==> src/common/cpirq_pkg.sv <==
// cpirq_pkg: constants, register indices and carrier types of the irq router
// Summary of operation
// - route thirty-two peripheral requests toward core
// - each source owns a four-bit slot code
// - eight sixteen-bit code registers, four codes each
// - codes 0x0..0xB select same-numbered user slot
// - codes 0xC..0xF leave the request unconnected
// - shared slot requested while any source active
// - after reset every source is unrouted
// - fixed order: emulator, then latch bits 0..15
// - vector equals latch index times 0x20
// - latch ANDed with mask, lowest-numbered survivor chosen
// - reset, power-down ignore mask; disable blocks power-down
// - control register holds nesting and global enable
// - software writes force or clear latch bits
// - global enable/disable beat a same-cycle control write
// - servicing disabled after reset, except the soft reset request
// - stacks: 33 pc, 8 loop, 16 status levels
// - stack interrupt below 3 or above 28 entries
package cpirq_pkg;
   localparam int N_PERIPH     = 32;        // peripheral request inputs
   localparam int N_SLOT       = 12;        // user-assignable core slots
   localparam int N_ROUTE_REG  = 8;         // code registers
   localparam int CODE_W       = 4;         // routing code width
   localparam int REG_W        = 16;        // register width
   localparam int ADDR_W       = 24;        // program address width
   localparam int PC_LEVELS    = 33;        // pc stack depth
   localparam int LOOP_LEVELS  = 8;         // loop stack depth
   localparam int STAT_LEVELS  = 16;        // status stack depth
   localparam logic [5:0] PC_LOW_MARK  = 6'h03;  // below this: interrupt
   localparam logic [5:0] PC_HIGH_MARK = 6'h1C;  // above this: interrupt
   // latch bit positions
   localparam int BIT_RESET    = 0;
   localparam int BIT_PWRDN    = 1;
   localparam int BIT_STACK    = 2;
   localparam int BIT_KERNEL   = 3;
   localparam int BIT_USER0    = 4;
   localparam logic [15:0] MASK_BYPASS = 16'h0003; // reset and power-down
   localparam logic [15:0] GIE_BYPASS  = 16'h0001; // only reset passes
   localparam logic [4:0]  VEC_STEP_SH = 5'h05;    // 0x20 per index
   // register indices on the core access port
   localparam logic [3:0] IDX_MASK    = 4'h0;
   localparam logic [3:0] IDX_LATCH   = 4'h1;
   localparam logic [3:0] IDX_CONTROL = 4'h2;
   localparam logic [3:0] IDX_STACKS  = 4'h3;     // read only depths
   localparam logic [3:0] IDX_ROUTE0  = 4'h8;     // 0x8..0xF route codes
   // control register fields
   localparam int CTL_NEST     = 0;
   localparam int CTL_GIE      = 5;
   // reset values
   localparam logic [15:0] RST_MASK    = 16'h0000;
   localparam logic [15:0] RST_LATCH   = 16'h0000;
   localparam logic [15:0] RST_CONTROL = 16'h0000;
   localparam logic [15:0] RST_ROUTE   = 16'hFFFF;
   localparam logic [3:0]  CODE_LAST   = 4'hB;    // highest valid code

   typedef struct packed {
      logic        wr;      // write strobe
      logic        rd;      // read strobe
      logic [3:0]  idx;     // register index
      logic [15:0] wdata;   // write data
   } cpirq_reg_req_t;

   typedef struct packed {
      logic        valid;   // request to the sequencer
      logic [3:0]  index;   // latch bit being requested
      logic [23:0] vector;  // service address
   } cpirq_vec_t;
endpackage : cpirq_pkg

==> src/verilog/cpirq_router.sv <==
// cpirq_router: peripheral routing, core prioritiser and interrupt stacks
module cpirq_router (
   input  wire logic                   clock,
   input  wire logic                   sys_rst,
   input  wire logic [31:0]            periph_irq,
   input  wire logic                   emu_irq,
   input  wire logic                   soft_reset_irq,
   input  wire logic                   pwrdn_irq,
   input  wire logic                   kernel_irq,
   input  wire logic                   global_irq_enable_instr,
   input  wire logic                   global_irq_disable_instr,
   input  wire logic                   irq_accept,
   input  wire logic                   irq_return,
   input  wire logic [23:0]            core_pc,
   input  wire logic [15:0]            core_status,
   input  wire logic                   pc_push,
   input  wire logic                   pc_pop,
   input  wire logic                   loop_push,
   input  wire logic                   loop_pop,
   input  wire logic [23:0]            loop_data,
   input  wire cpirq_pkg::cpirq_reg_req_t reg_req,
   output cpirq_pkg::cpirq_vec_t       irq_out,
   output logic                        emu_request,
   output logic [15:0]                 reg_rdata,
   output logic [23:0]                 pc_top,
   output logic [23:0]                 loop_top,
   output logic [15:0]                 status_restore
);

   // lowest set bit of a vector, i.e. the highest priority one
   function automatic logic [4:0] first_set(input logic [15:0] v);
      logic [4:0] r;
      r = 5'h10;
      for (int i = 15; i >= 0; i--) begin
         if (v[i]) begin
            r = {1'b0, 4'(i)};
         end
      end
      return r;
   endfunction : first_set

   logic [15:0] route [cpirq_pkg::N_ROUTE_REG];   // slot code registers
   logic [15:0] core_irq_mask;                     // per-bit enables
   logic [15:0] core_irq_latch;                    // pending requests
   logic [15:0] irq_nesting_control;               // nest and global enable
   logic [15:0] in_service;                        // handlers running
   logic [11:0] slot_req;                          // routed slot levels
   logic [15:0] set_bits;                          // hardware set events
   logic [15:0] clr_bits;                          // accepted bit clear
   logic [15:0] eff;                               // masked and gated
   logic [4:0]  sel;                               // chosen index
   logic [4:0]  svc;                               // top in-service index
   logic        grant;                             // selection may go out
   logic        take;                              // accept is valid
   logic        stack_evt;                         // pc mark crossed

   // pc stack storage and depth
   logic [23:0] pc_mem [cpirq_pkg::PC_LEVELS];
   logic [5:0]  pc_depth;
   logic [5:0]  next_pc_depth;
   logic        pc_do_push;
   logic        pc_do_pop;
   // loop and status stacks
   logic [23:0] loop_mem [cpirq_pkg::LOOP_LEVELS];
   logic [3:0]  loop_depth;
   logic [15:0] stat_mem [cpirq_pkg::STAT_LEVELS];
   logic [4:0]  stat_depth;

   wire logic wr_en = reg_req.wr;                  // write strobe
   wire logic rd_en = reg_req.rd;                  // read strobe

   // peripheral routing: each source ORs into the slot its code names
   always_comb begin
      logic [3:0] code;
      code     = 4'h0;
      slot_req = 12'h000;
      for (int p = 0; p < cpirq_pkg::N_PERIPH; p++) begin
         // register p/4, nibble p%4 from the bottom
         code = route[p / 4][(p % 4) * cpirq_pkg::CODE_W +: 4];
         if (code <= cpirq_pkg::CODE_LAST) begin
            slot_req[code] = slot_req[code] | periph_irq[p];
         end
         // codes above 0xB drive nothing
      end
   end

   // route code registers, all disabled out of reset
   always_ff @(posedge clock or posedge sys_rst) begin
      if (sys_rst) begin
         for (int r = 0; r < cpirq_pkg::N_ROUTE_REG; r++) begin
            route[r] <= cpirq_pkg::RST_ROUTE;
         end
      end else if (wr_en && reg_req.idx[3]) begin
         route[reg_req.idx[2:0]] <= reg_req.wdata;
      end
   end

   // mask register, everything masked out of reset
   always_ff @(posedge clock or posedge sys_rst) begin
      if (sys_rst) begin
         core_irq_mask <= cpirq_pkg::RST_MASK;
      end else if (wr_en && reg_req.idx == cpirq_pkg::IDX_MASK) begin
         core_irq_mask <= reg_req.wdata;
      end
   end

   // control: instructions override a same-cycle register write
   always_ff @(posedge clock or posedge sys_rst) begin
      if (sys_rst) begin
         irq_nesting_control <= cpirq_pkg::RST_CONTROL;
      end else begin
         if (wr_en && reg_req.idx == cpirq_pkg::IDX_CONTROL) begin
            irq_nesting_control <= reg_req.wdata;
         end
         if (global_irq_enable_instr) begin
            irq_nesting_control[cpirq_pkg::CTL_GIE] <= 1'b1;
         end else if (global_irq_disable_instr) begin
            irq_nesting_control[cpirq_pkg::CTL_GIE] <= 1'b0;
         end
      end
   end

   // hardware events feeding the latch
   always_comb begin
      set_bits = 16'h0000;
      set_bits[cpirq_pkg::BIT_RESET]  = soft_reset_irq;
      set_bits[cpirq_pkg::BIT_PWRDN]  = pwrdn_irq;
      set_bits[cpirq_pkg::BIT_STACK]  = stack_evt;
      set_bits[cpirq_pkg::BIT_KERNEL] = kernel_irq;
      set_bits[15:cpirq_pkg::BIT_USER0] = slot_req;
      clr_bits = 16'h0000;
      if (take) begin
         clr_bits[irq_out.index] = 1'b1;
      end
   end

   // latch: a hardware set always beats a clear or a write
   always_ff @(posedge clock or posedge sys_rst) begin
      if (sys_rst) begin
         core_irq_latch <= cpirq_pkg::RST_LATCH;
      end else if (wr_en && reg_req.idx == cpirq_pkg::IDX_LATCH) begin
         core_irq_latch <= reg_req.wdata | set_bits;
      end else begin
         core_irq_latch <= (core_irq_latch & ~clr_bits) | set_bits;
      end
   end

   // selection: mask, global gate, then priority and nesting
   always_comb begin
      eff = core_irq_latch &
            (core_irq_mask | cpirq_pkg::MASK_BYPASS);
      if (!irq_nesting_control[cpirq_pkg::CTL_GIE]) begin
         eff = eff & cpirq_pkg::GIE_BYPASS;
      end
      sel = first_set(eff);
      svc = first_set(in_service);
      grant = 1'b0;
      if (!sel[4]) begin
         if (in_service == 16'h0000 || sel[3:0] == 4'h0) begin
            grant = 1'b1;
         end else if (irq_nesting_control[cpirq_pkg::CTL_NEST]) begin
            grant = (sel < svc);
         end
      end
   end

   assign take = irq_accept && irq_out.valid;

   // request to the sequencer; drops for the cycle after an accept so a
   // just-cleared bit is never offered twice
   always_ff @(posedge clock or posedge sys_rst) begin
      if (sys_rst) begin
         irq_out <= '0;
      end else begin
         irq_out.valid  <= grant && !take;
         irq_out.index  <= sel[3:0];
         irq_out.vector <= 24'({sel[3:0], 5'h00});
      end
   end

   // emulator request bypasses latch, mask and enable; it has no vector
   always_ff @(posedge clock or posedge sys_rst) begin
      if (sys_rst) begin
         emu_request <= 1'b0;
      end else begin
         emu_request <= emu_irq;
      end
   end

   // in-service set: entry marks, return frees the highest running one
   always_ff @(posedge clock or posedge sys_rst) begin
      if (sys_rst) begin
         in_service <= 16'h0000;
      end else begin
         if (irq_return && !svc[4]) begin
            in_service[svc[3:0]] <= 1'b0;
         end
         if (take) begin
            in_service[irq_out.index] <= 1'b1;
         end
      end
   end

   // pc stack control; push and pop together cancel out
   always_comb begin
      pc_do_push = (take || pc_push) && !(irq_return || pc_pop);
      pc_do_pop  = (irq_return || pc_pop) && !(take || pc_push);
      next_pc_depth = pc_depth;
      if (pc_do_push && pc_depth < 6'(cpirq_pkg::PC_LEVELS)) begin
         next_pc_depth = pc_depth + 6'h01;
      end else if (pc_do_pop && pc_depth != 6'h00) begin
         next_pc_depth = pc_depth - 6'h01;
      end
      // only a crossing raises it, not a depth that merely sits low
      stack_evt = (pc_depth >= cpirq_pkg::PC_LOW_MARK &&
                   next_pc_depth < cpirq_pkg::PC_LOW_MARK) ||
                  (pc_depth <= cpirq_pkg::PC_HIGH_MARK &&
                   next_pc_depth > cpirq_pkg::PC_HIGH_MARK);
   end

   // pc stack storage; overflow pushes are dropped
   always_ff @(posedge clock or posedge sys_rst) begin
      if (sys_rst) begin
         pc_depth <= 6'h00;
         pc_top   <= 24'h00_0000;
      end else begin
         pc_depth <= next_pc_depth;
         if (pc_do_push && pc_depth < 6'(cpirq_pkg::PC_LEVELS)) begin
            pc_mem[pc_depth] <= core_pc;
         end else if (pc_do_pop && pc_depth != 6'h00) begin
            pc_top <= pc_mem[pc_depth - 6'h01];
         end
      end
   end

   // status stack, saved on entry and restored on return
   always_ff @(posedge clock or posedge sys_rst) begin
      if (sys_rst) begin
         stat_depth     <= 5'h00;
         status_restore <= 16'h0000;
      end else if (take && !irq_return) begin
         if (stat_depth < 5'(cpirq_pkg::STAT_LEVELS)) begin
            stat_mem[stat_depth[3:0]] <= core_status;
            stat_depth <= stat_depth + 5'h01;
         end
      end else if (irq_return && !take && stat_depth != 5'h00) begin
         status_restore <= stat_mem[4'(stat_depth - 5'h01)];
         stat_depth     <= stat_depth - 5'h01;
      end
   end

   // loop stack, driven by the sequencer
   always_ff @(posedge clock or posedge sys_rst) begin
      if (sys_rst) begin
         loop_depth <= 4'h0;
         loop_top   <= 24'h00_0000;
      end else if (loop_push && !loop_pop) begin
         if (loop_depth < 4'(cpirq_pkg::LOOP_LEVELS)) begin
            loop_mem[loop_depth[2:0]] <= loop_data;
            loop_depth <= loop_depth + 4'h1;
         end
      end else if (loop_pop && !loop_push && loop_depth != 4'h0) begin
         loop_top   <= loop_mem[3'(loop_depth - 4'h1)];
         loop_depth <= loop_depth - 4'h1;
      end
   end

   // read port; unmapped indices answer zero
   always_ff @(posedge clock or posedge sys_rst) begin
      if (sys_rst) begin
         reg_rdata <= 16'h0000;
      end else if (rd_en) begin
         if (reg_req.idx[3]) begin
            reg_rdata <= route[reg_req.idx[2:0]];
         end else begin
            unique case (reg_req.idx)
               cpirq_pkg::IDX_MASK:    reg_rdata <= core_irq_mask;
               cpirq_pkg::IDX_LATCH:   reg_rdata <= core_irq_latch;
               cpirq_pkg::IDX_CONTROL: reg_rdata <= irq_nesting_control;
               cpirq_pkg::IDX_STACKS:  reg_rdata <= {1'b0, stat_depth,
                                                     loop_depth, pc_depth};
               default:                reg_rdata <= 16'h0000;
            endcase
         end
      end
   end

endmodule : cpirq_router

==> config.mk <==
export PLATFORM = sky130hd
export DESIGN_NAME = cpirq_router
export DESIGN_NICKNAME = d
export VERILOG_FILES = /design/src/common/cpirq_pkg.sv /design/src/verilog/cpirq_router.sv
export SDC_FILE = /design/constraint.sdc
export NUM_CORES = 2
export LEC_CHECK = 0
export BUFFER_PORTS_ARGS = -buffer_cell sky130_fd_sc_hd__buf_2
export CAP_MARGIN = 15
export CORE_AREA = 3 3 328 395
export DETAILED_ROUTE_END_ITERATION = 6
export DIE_AREA = 0 0 331 398
export PLACE_DENSITY = 0.83
export SLEW_MARGIN = 0
export SYNTH_ARGS = -nofsm -noshare
export SYNTH_HDL_FRONTEND = slang
export SYNTH_SLANG_ARGS = --single-unit
==> constraint.sdc <==
create_clock -name clock -period 23.6 [get_ports clock]
set_input_delay 2.36 -clock clock [delete_from_list [all_inputs] [get_ports clock]]
set_output_delay 2.36 -clock clock [all_outputs]
set_load 0.005 [all_outputs]
# Word-level counts from Yosys, hierarchy flattened
# Memories as Yosys holds them, arrays and structs flattened. A register that Yosys moved wholly into a read port is not among the register bits.
# Cells that the tools add are included.
[totals]
reg_bits = 229
ramBits = 1240
mem_bits_ro = 16
input_bits = 132
output_inout_bits = 110
mem_count = 4
[memory_table]
columns = ["memory", "depth", "word_bits", "read_ports", "rd_clocked_by_memory_dff", "wr", "line_no", "source"]
rows = [
  ["pc_mem", 33, 24, 1, 1, 1, "cpirq_router.sv:58", "logic [23:0] pc_mem [cpirq_pkg::PC_LEVELS];"],
  ["stat_mem", 16, 16, 1, 1, 1, "cpirq_router.sv:66", "logic [15:0] stat_mem [cpirq_pkg::STAT_LEVELS];"],
  ["loop_mem", 8, 24, 1, 1, 1, "cpirq_router.sv:64", "logic [23:0] loop_mem [cpirq_pkg::LOOP_LEVELS];"],
  ["(name not given)", 16, 1, 1, 0, 0, "cpirq_router.sv:81", "slot_req[code] = slot_req[code] | periph_irq[p];"],
]
[op_classes]
n_addsub = 6
magnitude_cmp = 110
eq_ne = 5
muxes = 261
bitwise = 45
n_reduce_logical = 83
[ops]
columns = ["op", "count"]
rows = [
  ["2-to-1 mux 12 bit", 32],
  ["bitwise mux 12 bit", 31],
  ["2-to-1 mux 5 bit", 35],
  ["less-than comparator 4 x 5 -> 1 bit, second input constant", 34],
  ["2-to-1 mux 16 bit", 9],
  ["demux 1 bit (select 4 bit)", 34],
  [">= comparator 4 x 1 -> 1 bit, second input constant", 34],
  ["bitwise mux 128 bit", 1],
  ["less-or-equal comparator 4 bit, second input constant", 32],
  ["binary-select mux 1 bit (select 4 bit)", 31],
  ["2-to-1 mux 1 bit", 79],
  ["one-hot mux 16 bit (4 select lines)", 1],
  ["logical AND 1 bit", 57],
  ["bitwise AND 16 bit", 3],
  ["binary-select mux 16 bit (select 3 bit)", 1],
  ["demux 16 bit (select 3 bit)", 1],
  ["bitwise OR 16 bit", 3],
  ["NOT 16 bit", 2],
  ["bitwise OR 1 bit", 32],
  ["2-to-1 mux 6 bit", 3],
  ["zero test 16 bit", 1],
  ["bitwise AND 12 bit", 1],
  ["2-to-1 mux 4 bit", 3],
  ["AND reduction 2 bit", 5],
  ["29 further kinds", 45],
]

# Depth between registers and ports, before layout
[logic_depth]
depth_word = 163
mapped_depth = 53
ltp_nobuf = 47

# Worst setup path after synthesis
# OpenSTA, ideal clock, no wires.
[synth_timing]
kind = "input -> register"
startpoint = "in periph_irq[0]"
endpoint = "reg core_irq_latch[15]"
setup_time_ns = 0.141
t_arrival_ns = 12.893
slack_ns = 10.566
stages = 49
cell_sequence = "and3b_1 -> buf_4 -> a221oi_1 -> a211oi_1 -> a221oi_1 -> a31oi_4 -> a31oi_1 -> a211oi_2 -> o21ai_1 -> o211ai_1 -> a22oi_2 -> a221oi_4 -> a211oi_2 -> nor2_2 -> o211ai_4 -> a41oi_1 -> o311a_1 -> a31oi_1 -> [... 13 more ...] -> a31oi_2 -> a21oi_4 -> a211oi_4 -> o2111ai_4 -> a32o_1 -> nand4b_4 -> o211ai_2 -> nand2_2 -> o31ai_4 -> o211ai_4 -> o211a_1 -> nor4_4 -> nand2_2 -> o211a_1 -> nor4_1 -> a2111oi_1 -> o22ai_2 -> o311ai_1"
[synth_between]
elab_chain_cells = 160
word_cells_on_any_way = 161
cone_classes = "mux (126); bitwise (35)"
[synth_lines]
columns = ["element", "line_no", "source"]
rows = [
  ["start: declaration", "cpirq_router.sv:5", "input wire logic [31:0] periph_irq,"],
  ["bitwise OR 1 bit *", "cpirq_router.sv:81", ""],
  ["bitwise AND 12 bit (no source line) *", "--", ""],
  ["2-to-1 mux 12 bit *", "cpirq_router.sv:80", "if (code <= cpirq_pkg::CODE_LAST) begin"],
  ["binary-select mux 1 bit (select 4 bit)", "cpirq_router.sv:81", ""],
  ["2-to-1 mux 1 bit (implied by the code)", "cpirq_router.sv:81", ""],
  ["bitwise OR 1 bit", "cpirq_router.sv:81", ""],
  ["bitwise mux 12 bit", "cpirq_router.sv:81", ""],
  ["2-to-1 mux 12 bit *", "cpirq_router.sv:80", ""],
  ["[... 144 more ...]", "--", ""],
  ["2-to-1 mux 12 bit *", "cpirq_router.sv:80", ""],
  ["binary-select mux 1 bit (select 4 bit)", "cpirq_router.sv:81", ""],
  ["2-to-1 mux 1 bit (implied by the code)", "cpirq_router.sv:81", ""],
  ["bitwise OR 1 bit", "cpirq_router.sv:81", ""],
  ["bitwise mux 12 bit", "cpirq_router.sv:81", ""],
  ["2-to-1 mux 12 bit *", "cpirq_router.sv:80", ""],
  ["bitwise OR 16 bit, on equally long branches", "cpirq_router.sv:144, cpirq_router.sv:142", ""],
  ["2-to-1 mux 16 bit *", "cpirq_router.sv:141", "end else if (wr_en && reg_req.idx == cpirq_pkg::IDX_LATCH) begin"],
  ["end signal: assignment", "cpirq_router.sv:140", "core_irq_latch <= cpirq_pkg::RST_LATCH;"],
  ["end signal: assignment", "cpirq_router.sv:142", "core_irq_latch <= reg_req.wdata | set_bits;"],
  ["end signal: assignment", "cpirq_router.sv:144", "core_irq_latch <= (core_irq_latch & ~clr_bits) | set_bits;"],
  ["end: declaration", "cpirq_router.sv:44", "logic [15:0] core_irq_latch;"],
]
# Mark *: on every way between the ends. The rest lies on a longest branch, timed or not. The select of a mux whose other input is x is not followed.
# A chain may end at the register's enable or synchronous reset.

# Worst setup path in the final report
# Same ends and word-level chain as after synthesis.

==> results.md <==
- Status: finished, final reports clean
- H-tree levels: 4
- Area delta synth->final: 10.98%
- Peak Freq: 65.92 MHz
- Yosys top cell area share: 51.97%
- Slew @ Worst Pin: 1.262 ns
- Post-synth EDFFs: 1240
- Initial antenna violation count: 41
- Slowest library cell on the worst path: a2111oi_0
- Vias in the first global route: 48460
- Syn Inst Count: 5021
- Clock sinks: 1533
- Sequential area share after synthesis: 62.43%
- Req. time, crit path: 24.24 ns
- Die area: 0.1317 mm²
- Leakage power: 26.60 nW
- Reg2reg path depth: 46
- Worst IR drop on VDD: 180.3 µV
- Fillers: 8861
- Dpl cells: 6683
- Largest cells by area after synthesis: edfxtp_1 52%, mux4_2 11%, dfrtp_1 5.8%
- Rows: 143
- Vias per cell: 7.025
- Post-CTS resize count: 0
- Worst-path fanout max: 11
- Period utilisation layout: 64.28%
- DR WL/cell: 32.27 µm
- Critical R2R Capture: core_irq_latch[15]$_DFF_PP0_
- Grt ovf: 0
- Clock Skews: 0.03378 ns
- Max-slew headroom: 15.68%
- CP bufs+invs: 1
- Port-buffer cells: 221
- Layout cells sized above 1: 25.02%
- Main synth FF type: edfxtp_1
- Cell family with most CP delay: compound AO/OA/AOI/OAI gates
- PD cells: 118.7 mW/mm²
- Hold_buf cts: 0
- Vias: 49000
- Syn avg cell area: 14.27 µm²
- CTS clk-pin slew, worst paths: 0.06 ns
- Initial cell density of the core: 56.72%
- Most common cell after layout, fill and taps aside: edfxtp_1
- Gpl congestion: 1.001
- # DRC: 0
- Post-DP HPWL: 140.3 mm
- Total Wirelength: 225.1 mm
- Syn. warnings: 0
- First-pass GRT wire length: 326.6 mm
- Top-level I/O count: 242
- Type of origin of the critical path: input port
- First DRT Iteration DRCs: 6767
- Crit path DAT: 15.81 ns
- Global Route Usage Sum: 33.96%
- HP Start: status_restore[14]$_DFFE_PP0P_
- Die Y: 398 µm
- Fin Setup TNS: 0 ns
- Synth cell types: 130
- Final net count: 5315
- CTS Buf Count: 139
- Async SR Flop Fraction: 19.11%
- Unrepaired setup endpoints after global routing: no
- Pins over their slew limit: 0
- Most frequent cells in the layout: 1240 x edfxtp_1, 415 x nand2_1, 359 x nor2_1, 353 x mux4_2, 221 x buf_2
- Mapped cell area: 0.07165 mm²
- R2R Setup Slk: 9.30 ns
- Worst stage delay on the critical path: 0.84 ns
- CP most frequent cell: a21oi_1
- Final Non-Filler Cells: 6975
- Clock Path Buffers: 3
- Max_cap viols: 0
- Skew-Pair Late Insertion Delay: 0.79 ns
- Final setup fails: 0
- RR Startpoint: route[123]$_DFFE_PP1P_
- Path category of the worst min-delay check: reg -> reg
- Largest net degree at the start of global routing: 193
- Critical path endpoint category: flop
- CTS tree: built
- Critical path type: in -> reg
- #FFs+latches synth: 1533
- Clock period minus worst slack: 15.17 ns
- Hold EP: status_restore[14]$_DFFE_PP0P_
- Top cell type by total area after synthesis: edfxtp_1
- Clock Tree Root: clkbuf_16
- CORE AREA: 0.1263 mm²
- Worst hold path depth: 2
- DR pass1 iterations: 7
- Remaining antenna violation count: 0
- Hold_ws: 0.4960 ns
- Post-CTS setup buffer count: 0
- Die X: 331 µm
- Hold Fails Final Rpt: 0
-- cell type report --
type,count,area (µm²),area share (%)
antenna,25,62.56,0.07867
clock buffer,184,3852,4.845
clock inverter,70,779.5,0.9803
inverter,69,266.5,0.3352
multi-input combinational,3127,25840,32.49
sequential,1533,44740,56.26
tap,1667,2086,2.623
timing repair buffer,300,1893,2.381
-- synth_stat cells (22+ instances only) --
cell type  instances
mux2i_1           80
buf_4             27
a41oi_1           22
mux4_2           353
nand3_1          141
nor3_1           109
a221oi_1          22
a22oi_1           97
inv_1             68
buf_1             47
o211ai_1          37
nand2_1          415
o31ai_1           23
nand3b_1          22
edfxtp_1        1240
dfrtp_1          165
nand4_1           34
nand2b_1          94
o22ai_1           31
and2_1            27
a31oi_1           52
mux2_2           160
nor2b_1           95
nor2_1           398
dfstp_2          128
clkbuf_1         226
and3_1            25
a211oi_1          40
o21ai_0          196
nor4_1            25
a21oi_1          162
-- per-layer routing --
metal  track usage, %  vias to the layer above  routed length [µm]
li1                 -                    20070                   -
met4            17.47                       16               12660
met3            6.740                      736               21270
met2            55.70                     3397              111800
met5                0                        -                 104
met1            43.18                    24780               79300
-- registers in the layout (all words and copies together) (netlist names), 5 cells and up --
signal	cells
route	128
pc_top	24
core_irq_mask	16
irq_out	5
irq_nesting_control	16
stat_depth	5
loop_top	24
pc_mem	792
loop_mem	192
status_restore	16
core_irq_latch	16
reg_rdata	16
pc_depth	6
stat_mem	256
in_service	16
-- kinds of logic after synthesis --
| logic type | share of synthesized area (%) |
|---|---|
| adders and majority gates | 0.2270 |
| other | 0.005234 |
| muxes | 14.73 |
| AOI/OAI and AO/OA | 9.781 |
| buffers and inverters | 2.160 |
| xor gates and xnor gates | 0.3789 |
| and+or+nand+nor | 10.29 |
| DFF | 62.43 |
-- worst max path at each step --
stage,startpoint,end,slack (ns),cells after the start
floorplan,periph_irq[0],core_irq_latch[15]$_DFF_PP0_,10.57,49
global placement,periph_irq[0],core_irq_latch[15]$_DFF_PP0_,8.31,48
detailed placement,periph_irq[0],core_irq_latch[15]$_DFF_PP0_,8.02,46
CTS,periph_irq[0],core_irq_latch[15]$_DFF_PP0_,8.77,48
global route,periph_irq[0],core_irq_latch[15]$_DFF_PP0_,7.52,47
finish,periph_irq[0],core_irq_latch[15]$_DFF_PP0_,8.43,47
-- where the power goes --
group          switching, mW  internal [mW]  leakage (nW)
registers              0.345           3.14          14.4
logic                   2.07           1.57          9.89
clock network           1.03           1.29          2.27
-- tightest hold or removal path, stage by stage, from the launching register on --
cell and delay [ns]:
dfrtp_1 0.34, nand2_1 0.05, o21ai_0 0.07
-- per-stage QoR --
stage | utilization, % | total power [mW] | worst slack [ns] | cell area [µm²]
CTS | 62.69 | 9.386 | 8.774 | 79190
floorplan | - | 5.912 | 10.57 | 71720
global placement | 59.01 | 6.946 | 8.311 | 74540
detailed placement | 59.02 | 7.035 | 8.017 | 74560
finish | 62.95 | 9.437 | 8.431 | 79520
global route | 62.93 | 9.766 | 7.524 | 79490
Power figures use the tool's default switching activity.
